`src/mcfg_pkg.sv`:
```
`default_nettype none

package mcfg_pkg;

  // Register port widths
  localparam int unsigned ADDR_W = 8;
  localparam int unsigned DATA_W = 8;

  // Register offsets
  localparam logic [7:0] OFF_STATUS1   = 8'h41;
  localparam logic [7:0] OFF_MASK1     = 8'h43;
  localparam logic [7:0] OFF_INTRUSION = 8'h46;
  localparam logic [7:0] OFF_VSEL_FAN  = 8'h47;
  localparam logic [7:0] OFF_SADDR     = 8'h48;
  localparam logic [7:0] OFF_VSEL_HI   = 8'h49;
  localparam logic [7:0] OFF_TEMP_CFG  = 8'h4b;

  // Field positions
  localparam int unsigned INTR_TRIG_BIT = 7;
  localparam int unsigned TEMP_STAT_BIT = 4;
  localparam int unsigned FAN1_LSB      = 4;
  localparam int unsigned FAN2_LSB      = 6;
  localparam int unsigned SADDR_TOP_BIT = 7;

  // Reset values
  localparam logic [7:0] INTR_RST     = 8'h00;
  localparam logic [3:0] FAN_DIV_RST  = 4'h5;
  localparam logic [7:0] SADDR_RST    = 8'h2c;
  localparam logic [7:0] TEMP_CFG_RST = 8'h01;
  localparam logic [7:0] MASK1_RST    = 8'h00;
  // Upper bits of the voltage-id register: value is arbitrary
  localparam logic [6:0] IDENT_RST    = 7'h00;

  // Timing
  localparam int unsigned CLK_PERIOD_NS  = 10;
  localparam int unsigned INTR_PULSE_MS  = 20;
  localparam int unsigned PULSE_CNT_W    = 22;
  // Least time, so round up
  localparam int unsigned INTR_PULSE_CYC =
    (INTR_PULSE_MS * 1000000 + CLK_PERIOD_NS - 1) / CLK_PERIOD_NS;

  // Number of fan inputs
  localparam int unsigned NUM_FANS = 2;

  // Temperature interrupt modes
  typedef enum logic [1:0] {
    TMODE_DEFAULT_A = 2'h0,
    TMODE_ONE_TIME  = 2'h1,
    TMODE_COMPARE   = 2'h2,
    TMODE_DEFAULT_B = 2'h3
  } mcfg_tmode_t;

  // Intrusion pulse states, one-hot
  typedef enum logic [1:0] {
    PST_IDLE = 2'h1,
    PST_LOW  = 2'h2
  } mcfg_pstate_t;

endpackage

`default_nettype wire

```
`src/mcfg_pulse_gen.sv`:
```
`default_nettype none

module mcfg_pulse_gen
  import mcfg_pkg::*;
(
  input  wire logic                   clock,
  input  wire logic                   resetn,
  input  wire logic                   ce,
  input  wire logic                   start,
  input  wire logic [PULSE_CNT_W-1:0] pulse_cycles,
  output logic                        active,
  output logic                        done
);

  mcfg_pstate_t           state_reg;
  mcfg_pstate_t           state_next;
  logic [PULSE_CNT_W-1:0] cnt_reg;
  logic [PULSE_CNT_W-1:0] cnt_next;

  // Start is ignored while a pulse runs, so a pulse is never cut short
  always_comb
  begin
    state_next = state_reg;
    cnt_next   = cnt_reg;
    done       = 1'b0;
    case (state_reg)
      PST_IDLE:
      begin
        if (start)
        begin
          state_next = PST_LOW;
          cnt_next   = pulse_cycles;
        end
      end
      PST_LOW:
      begin
        if (cnt_reg <= 22'h000001)
        begin
          state_next = PST_IDLE;
          done       = ce;
        end
        else
        begin
          cnt_next = cnt_reg - 22'h000001;
        end
      end
      default:
      begin
        state_next = PST_IDLE;
      end
    endcase
  end

  always_ff @(posedge clock or negedge resetn)
  begin
    if (!resetn)
    begin
      state_reg <= PST_IDLE;
      cnt_reg   <= '0;
    end
    else if (ce)
    begin
      state_reg <= state_next;
      cnt_reg   <= cnt_next;
    end
  end

  assign active = (state_reg == PST_LOW);

endmodule

`default_nettype wire

```
`src/mcfg_tach_prescale.sv`:
```
`default_nettype none

module mcfg_tach_prescale
  import mcfg_pkg::*;
(
  input  wire logic       clock,
  input  wire logic       resetn,
  input  wire logic       ce,
  input  wire logic       tach_in,
  input  wire logic       meas_start,
  input  wire logic [1:0] div_sel,
  output logic            tach_out
);

  logic       prev_reg;
  logic [1:0] sel_reg;
  logic [1:0] sel_next;
  logic [2:0] cnt_reg;
  logic [2:0] cnt_next;
  logic [2:0] limit;
  logic       out_reg;
  logic       out_next;
  logic       edge_seen;

  // Divisor is latched only at a measurement start so a count is never mixed
  always_comb
  begin
    edge_seen = tach_in & ~prev_reg;
    sel_next  = meas_start ? div_sel : sel_reg;
    case (sel_reg)
      2'h0:    limit = 3'h0;
      2'h1:    limit = 3'h1;
      2'h2:    limit = 3'h3;
      default: limit = 3'h7;
    endcase
    cnt_next = meas_start ? 3'h0 : cnt_reg;
    out_next = 1'b0;
    if (edge_seen && !meas_start)
    begin
      if (cnt_reg >= limit)
      begin
        cnt_next = 3'h0;
        out_next = 1'b1;
      end
      else
      begin
        cnt_next = cnt_reg + 3'h1;
      end
    end
  end

  always_ff @(posedge clock or negedge resetn)
  begin
    if (!resetn)
    begin
      prev_reg <= 1'b0;
      sel_reg  <= FAN_DIV_RST[1:0];
      cnt_reg  <= 3'h0;
      out_reg  <= 1'b0;
    end
    else if (ce)
    begin
      prev_reg <= tach_in;
      sel_reg  <= sel_next;
      cnt_reg  <= cnt_next;
      out_reg  <= out_next;
    end
  end

  assign tach_out = out_reg;
endmodule

`default_nettype wire

```
`src/mcfg_top.sv`:
```
`default_nettype none

module mcfg_top
  import mcfg_pkg::*;
#(
  parameter int unsigned PULSE_CYCLES = INTR_PULSE_CYC
)
(
  input  wire logic              clock,
  input  wire logic              resetn,
  input  wire logic              ce,
  input  wire logic [ADDR_W-1:0] reg_addr,
  input  wire logic              reg_wr,
  input  wire logic [DATA_W-1:0] reg_wdata,
  input  wire logic              reg_rd,
  output logic [DATA_W-1:0]      reg_rdata,
  output logic                   reg_rvalid,
  input  wire logic [4:0]        core_voltage_select_inputs,
  input  wire logic              addr_select_pin_low,
  input  wire logic              addr_select_pin_high,
  input  wire logic              conv_done,
  input  wire logic              temp_above_hot,
  input  wire logic              temp_below_hyst,
  input  wire logic [1:0]        tach_in,
  input  wire logic              meas_start,
  output logic [1:0]             tach_div_out,
  output logic                   chassis_pin_out,
  output logic                   chassis_pin_oe,
  output logic                   int_n
);

  // Register state
  logic [7:0]  intr_reg;
  logic [7:0]  intr_next;
  logic [3:0]  fan_div_reg;
  logic [3:0]  fan_div_next;
  logic [7:0]  saddr_reg;
  logic [7:0]  saddr_next;
  logic        strap_done_reg;
  logic        strap_done_next;
  logic [6:0]  ident_reg;
  logic [6:0]  ident_next;
  logic [7:0]  tcfg_reg;
  logic [7:0]  tcfg_next;
  logic [7:0]  mask1_reg;
  logic [7:0]  mask1_next;
  logic [7:0]  rdata_reg;
  logic [7:0]  rdata_next;
  logic        rvalid_reg;
  logic        rvalid_next;

  // Temperature state
  logic        flag_reg;
  logic        flag_next;
  logic        hot_active_reg;
  logic        hot_active_next;
  logic        comp_reg;
  logic        comp_next;
  logic        int_n_reg;
  logic        int_n_next;

  // Decodes and events
  logic        wr_intr;
  logic        wr_vsel_fan;
  logic        wr_saddr;
  logic        wr_vsel_hi;
  logic        wr_tcfg;
  logic        wr_mask1;
  logic        rd_status1;
  logic        pulse_start;
  logic        pulse_done;
  logic        pulse_active;
  logic        temp_set;
  logic        temp_stat;
  mcfg_tmode_t tmode;
  logic [7:0]  read_mux;

  logic [PULSE_CNT_W-1:0] pulse_len;

  assign pulse_len = PULSE_CYCLES[PULSE_CNT_W-1:0];

  // Address decode of the register port
  always_comb
  begin
    wr_intr     = reg_wr && (reg_addr == OFF_INTRUSION);
    wr_vsel_fan = reg_wr && (reg_addr == OFF_VSEL_FAN);
    wr_saddr    = reg_wr && (reg_addr == OFF_SADDR);
    wr_vsel_hi  = reg_wr && (reg_addr == OFF_VSEL_HI);
    wr_tcfg     = reg_wr && (reg_addr == OFF_TEMP_CFG);
    wr_mask1    = reg_wr && (reg_addr == OFF_MASK1);
    rd_status1  = reg_rd && (reg_addr == OFF_STATUS1);
  end

  // A second trigger while the pulse runs is dropped rather than queued
  assign pulse_start = wr_intr && reg_wdata[INTR_TRIG_BIT]
                       && !intr_reg[INTR_TRIG_BIT];

  mcfg_pulse_gen u_pulse (
    .clock        (clock),
    .resetn       (resetn),
    .ce           (ce),
    .start        (pulse_start),
    .pulse_cycles (pulse_len),
    .active       (pulse_active),
    .done         (pulse_done)
  );

  // Pin is open drain: only ever pulled low
  assign chassis_pin_out = 1'b0;
  assign chassis_pin_oe  = pulse_active;

  // Configuration registers, next values
  always_comb
  begin
    intr_next       = intr_reg;
    fan_div_next    = fan_div_reg;
    saddr_next      = saddr_reg;
    strap_done_next = 1'b1;
    ident_next      = ident_reg;
    tcfg_next       = tcfg_reg;
    mask1_next      = mask1_reg;
    if (wr_intr)
    begin
      intr_next[6:0] = reg_wdata[6:0];
    end
    if (pulse_start)
    begin
      intr_next[INTR_TRIG_BIT] = 1'b1;
    end
    else if (pulse_done)
    begin
      intr_next[INTR_TRIG_BIT] = 1'b0;
    end
    if (wr_vsel_fan)
    begin
      fan_div_next = reg_wdata[7:4];
    end
    // Straps are caught on the first enabled edge after reset release
    if (!strap_done_reg)
    begin
      saddr_next[1:0] = {addr_select_pin_high, addr_select_pin_low};
    end
    if (wr_saddr)
    begin
      saddr_next[6:0] = reg_wdata[6:0];
    end
    if (wr_vsel_hi)
    begin
      ident_next = reg_wdata[7:1];
    end
    if (wr_tcfg)
    begin
      tcfg_next = reg_wdata;
    end
    if (wr_mask1)
    begin
      mask1_next = reg_wdata;
    end
  end

  always_ff @(posedge clock or negedge resetn)
  begin
    if (!resetn)
    begin
      intr_reg       <= INTR_RST;
      fan_div_reg    <= FAN_DIV_RST;
      saddr_reg      <= SADDR_RST;
      strap_done_reg <= 1'b0;
      ident_reg      <= IDENT_RST;
      tcfg_reg       <= TEMP_CFG_RST;
      mask1_reg      <= MASK1_RST;
    end
    else if (ce)
    begin
      intr_reg       <= intr_next;
      fan_div_reg    <= fan_div_next;
      saddr_reg      <= saddr_next;
      strap_done_reg <= strap_done_next;
      ident_reg      <= ident_next;
      tcfg_reg       <= tcfg_next;
      mask1_reg      <= mask1_next;
    end
  end

  // Fan prescalers, divisor fields taken per fan
  for (genvar f = 0; f < NUM_FANS; f++)
  begin : g_fan
    mcfg_tach_prescale u_pre (
      .clock      (clock),
      .resetn     (resetn),
      .ce         (ce),
      .tach_in    (tach_in[f]),
      .meas_start (meas_start),
      .div_sel    (fan_div_reg[2*f +: 2]),
      .tach_out   (tach_div_out[f])
    );
  end

  // Temperature interrupt; a set in the clearing cycle wins over the clear
  always_comb
  begin
    tmode           = mcfg_tmode_t'(tcfg_reg[1:0]);
    hot_active_next = hot_active_reg;
    comp_next       = comp_reg;
    temp_set        = 1'b0;
    if (conv_done)
    begin
      comp_next = temp_above_hot;
      if (temp_above_hot)
      begin
        hot_active_next = 1'b1;
      end
      else if (temp_below_hyst)
      begin
        hot_active_next = 1'b0;
      end
      case (tmode)
        TMODE_ONE_TIME:  temp_set = temp_above_hot && !hot_active_reg;
        TMODE_COMPARE:   temp_set = 1'b0;
        default:         temp_set = hot_active_next;
      endcase
    end
    flag_next  = temp_set || (flag_reg && !rd_status1);
    temp_stat  = (tmode == TMODE_COMPARE) ? comp_reg : flag_reg;
    int_n_next = !(temp_stat && !mask1_reg[TEMP_STAT_BIT]);
  end

  always_ff @(posedge clock or negedge resetn)
  begin
    if (!resetn)
    begin
      flag_reg       <= 1'b0;
      hot_active_reg <= 1'b0;
      comp_reg       <= 1'b0;
      int_n_reg      <= 1'b1;
    end
    else if (ce)
    begin
      flag_reg       <= flag_next;
      hot_active_reg <= hot_active_next;
      comp_reg       <= comp_next;
      int_n_reg      <= int_n_next;
    end
  end

  assign int_n = int_n_reg;

  // Read mux; unmapped offsets read as zero
  always_comb
  begin
    read_mux = 8'h00;
    case (reg_addr)
      OFF_STATUS1:   read_mux[TEMP_STAT_BIT] = temp_stat;
      OFF_MASK1:     read_mux = mask1_reg;
      OFF_INTRUSION: read_mux = intr_reg;
      OFF_VSEL_FAN:  read_mux = {fan_div_reg, core_voltage_select_inputs[3:0]};
      OFF_SADDR:     read_mux = {1'b0, saddr_reg[6:0]};
      OFF_VSEL_HI:   read_mux = {ident_reg, core_voltage_select_inputs[4]};
      OFF_TEMP_CFG:  read_mux = tcfg_reg;
      default:       read_mux = 8'h00;
    endcase
    rdata_next  = reg_rd ? read_mux : rdata_reg;
    rvalid_next = reg_rd;
  end

  always_ff @(posedge clock or negedge resetn)
  begin
    if (!resetn)
    begin
      rdata_reg  <= 8'h00;
      rvalid_reg <= 1'b0;
    end
    else if (ce)
    begin
      rdata_reg  <= rdata_next;
      rvalid_reg <= rvalid_next;
    end
  end

  assign reg_rdata  = rdata_reg;
  assign reg_rvalid = rvalid_reg;
endmodule

`default_nettype wire

```
`config.mk`:
```
export PLATFORM = sky130hd
export DESIGN_NAME = mcfg_top
export DESIGN_NICKNAME = d
export VERILOG_FILES = /design/src/mcfg_pkg.sv /design/src/mcfg_pulse_gen.sv /design/src/mcfg_tach_prescale.sv /design/src/mcfg_top.sv
export SDC_FILE = /design/constraint.sdc
export NUM_CORES = 1
export LEC_CHECK = 0
export ABC_AREA = 0
export BUFFER_PORTS_ARGS = -buffer_cell sky130_fd_sc_hd__buf_2
export CORE_MARGIN = 3
export CORE_UTILIZATION = 50
export DETAILED_ROUTE_END_ITERATION = 16
export PLACE_DENSITY = 0.67
export SLEW_MARGIN = 20
export SYNTH_ARGS = -nofsm -noshare
export SYNTH_HDL_FRONTEND = slang
export SYNTH_SLANG_ARGS = --single-unit
export TNS_END_PERCENT = 5
```
`constraint.sdc`:
```
create_clock -name clock -period 2.5 [get_ports clock]
set_input_delay 0.125 -clock clock [delete_from_list [all_inputs] [get_ports clock]]
set_output_delay 0.125 -clock clock [all_outputs]
set_load 0.005 [all_outputs]
```
==> results.py <==
metrics = {
    "routing": {
        "firstDrtPassIters": 4,
        "num_vias": 3853,
        "antenna_left": 0,
        "wirelength_um": 11300,
        "vias_per_cell": 5.78,
        "drc": 0,
        "drtIter0Drc": 224,
        "avgRoutedWirePerCell_um": 16.9,
    },
    "critical_path": {
        "crit_path_top_delay_cell": "or4_4",
        "cp_cell_sequence": "or4_1 -> or4_4 -> nor4_2 -> mux2_2",
        "crit_path_max_incr_delay_ns": 0.56,
        "endpoint_kind": "register",
        "critical_path_class": "register to register",
        "path_delay_family": "simple AND/OR/NAND/NOR gates",
        "cp-start-kind": "register",
        "path_buf_inv": 0,
        "crit_path_max_fanout": 6,
        "critical_path_arrival_ns": 2.57,
        "required_ns": 2.76,
    },
    "power_and_ir_drop": {
        "p_clk_frac": 0.346,
        "p_leak_nw": 2.65,
        "switching_share": 0.258,
        "p_int_mw": 2.35,
        "peakVddDrop_uv": 362,
        "finalPower_mw": 3.16,
        "seqPwrFrac": 0.534,
        "net-switching-power_mw": 0.814,
        "powerDensity_mw_per_mm2": 546,
        "combPwrFrac": 0.119,
    },
    "timing": {
        "slew_violations": 0,
        "worst_pin_slew_ns": 0.704,
        "finClkSkew_ns": 0.00982,
        "fin_ws_ns": 0.181,
        "setup_viol": 0,
        "setup_tns_ns": 0,
        "fin_crit_ns": 2.32,
        "max_clock_freq_mhz": 431,
        "timing.hold.ws_ns": 0.0219,
        "slew_headroom": 0.529,
        "min_period_over_period": 0.927,
        "rsz0062_at_grt": "false",
        "final-hold-violation-count": 0,
    },
    "placement": {
        "gp_congestion": 0.833,
        "dp.cells": 649,
        "place_hpwl_um": 8020,
        "portBuffers": 46,
        "dp_slack_ns": 0.0907,
    },
    "global_route": {
        "grt_pass1_wl_um": 18800,
        "grt_pass1_vias": 3800,
        "antenna_found_initial": 0,
        "grt_overflow": 0,
        "track_usage": 0.206,
        "grt_start_max_net_pins": 60,
    },
    "logic_synthesis": {
        "synthXorXnorAreaFrac": 0,
        "synth_compound_area_frac": 0.113,
        "synth_fa_ha_area_frac": 0.0341,
        "synth_flop_cell": "dfrtp_1",
        "ys_async_sr_fraction": 1.00,
        "synth-seq-cells": 94,
        "synthCells": 477,
        "seq_area_frac_synth": 0.460,
        "avgSynthCellArea_sq_um": 10.8,
        "ys_types": 62,
        "yosys_warnings": 0,
        "synth-edff-count": 0,
        "synth_top_family_by_area": "simple AND/OR/NAND/NOR gates",
        "muxShareOfSynthArea": 0.164,
        "synth.cell_area_sq_mm": 0.00514,
        "syn_nets": 525,
        "synth-simple-area-share": 0.185,
    },
    "floorplan": {
        "initial_core_util": 0.521,
        "die_w_um": 107,
        "die_h_um": 107,
        "die_area_sq_mm": 0.0115,
        "rows": 36,
        "io_pins": 48,
        "coreArea_sq_mm": 0.00986,
    },
    "finish": {
        "nNetsFinal": 577,
        "fin_cells": 667,
        "insertedDiodeCount": 0,
        "drive_gt1_frac": 0.320,
        "area_growth_pct": 12.7,
        "largest_reg_flops": 22,
        "fill_cells": 850,
    },
    "clock_network": {
        "ctsRootBufferMaster": "clkbuf_8",
        "cts_tree": "built",
        "clk_latency_ns": 0.37,
        "clock_path_buffers": 2,
        "clk_pin_slew_ns": 0.09,
        "cts_made_buffers": 9,
        "cts.sinks": 94,
        "h-tree-depth": 3,
    },
    "worst_hold_path": {
        "hp-class": "input port to register",
    },
    "flow_run": {
        "drv_cap": 0,
    },
    "status": {
        "outcome": "finished clean",
    },
}
==> what timing repair did <==
item / CTS / global route
hold buffers: 2 / 0
gates resized for setup: 0 / 2
hold endpoints to repair: 32 / 0
setup buffers: 0 / 0
setup endpoints to repair: 0 / 2
==> worst register-to-register path, cell delays in order, from the launching register on <==
cell and delay, ns:
dfrtp_1 0.43, or4_1 0.54, or4_4 0.56, nor4_2 0.31, mux2_2 0.36
==> area by class of cell <==
type | count | area [sq um] | area share
clock buffers | 10 | 128 | 0.0220
inverters | 20 | 75.1 | 0.0130
well taps | 133 | 166 | 0.0288
clock inverters | 6 | 86.3 | 0.0149
flip-flops and latches | 94 | 2360 | 0.409
repair buffers | 67 | 408 | 0.0705
multi-input cells | 337 | 2560 | 0.442
==> cell usage after synthesis (8+ instances only) <==
library cell,number,area share
o21ai_0,19,0.019
a22o_1,13,0.022
dfrtp_1,84,0.41
ha_1,14,0.034
inv_1,20,0.015
nor2_1,22,0.016
nand2b_1,24,0.029
nand3_1,18,0.018
nor3_1,8,0.0078
mux2i_1,13,0.025
dfstp_2,10,0.051
mux2_2,59,0.13
nor4_1,14,0.017
nand2_1,39,0.029
clkbuf_1,12,0.0088
==> routing by layer <==
metal / vias up / routed length [um] / GRT usage
met5: - / 0 / 0
met4: 0 / 97 / 0.0568
met3: 9 / 498 / 0.0438
met2: 84 / 5430 / 0.315
met1: 1926 / 5250 / 0.299
li1: 1834 / - / -
==> cell families after synthesis <==
logic type      count (synthesis)
mux                            76
fa+ha+maj                      14
flops                          94
other cells                     1
buf+inv                        46
simple gates                  168
compound gates                 78
==> cells in the final DEF (no fill, tap or decap), types with 6 or more instances in the layout <==
cell / instances
a21oi_1: 6
a22o_1: 13
buf_2: 45
buf_4: 19
clkbuf_8: 9
dfrtp_1: 84
dfstp_2: 10
ha_1: 14
inv_1: 20
mux2_2: 59
mux2i_1: 13
nand2_1: 39
nand2b_1: 24
nand3_1: 18
nor2_1: 22
nor3_1: 8
nor4_1: 13
o21ai_0: 19
==> through the flow <==
stage / utilization / cell area, sq um
2_1_floorplan: - / 5140
3_3_place_gp: 0.562 / 5540
3_5_place_dp: 0.562 / 5540
4_1_cts: 0.586 / 5780
5_1_grt: 0.587 / 5790
6_report: 0.587 / 5790
==> power groups by stage <==
stage               Combinational (mW)  Sequential (mW)  Clock (mW)
global route                     0.421             1.70        1.20
detailed placement               0.376             1.72           0
floorplan                        0.247             1.70           0
CTS                              0.380             1.69        1.13
finish                           0.377             1.69        1.10
global placement                 0.361             1.71           0
==> path summary, 6_finish.rpt <==
path / endpoint / slack [ns] / startpoint / depth (start not counted)
worst max-delay path: u_pulse.cnt_reg[15] / 0.18 / u_pulse.cnt_reg[4] / 4
worst min-delay path: g_fan[1].u_pre.prev_reg / 0.02 / tach_in[1] / 2
worst max register to register: u_pulse.cnt_reg[15] / 0.18 / u_pulse.cnt_reg[4] / 4
worst min register to register: strap_done_reg / 0.48 / strap_done_reg / 1
max in group asynchronous: saddr_reg[2] / 1.52 / resetn / 3
min in group asynchronous: fan_div_reg[3] / 0.26 / resetn / 2
No activity file was read; power rests on OpenSTA's default activity.
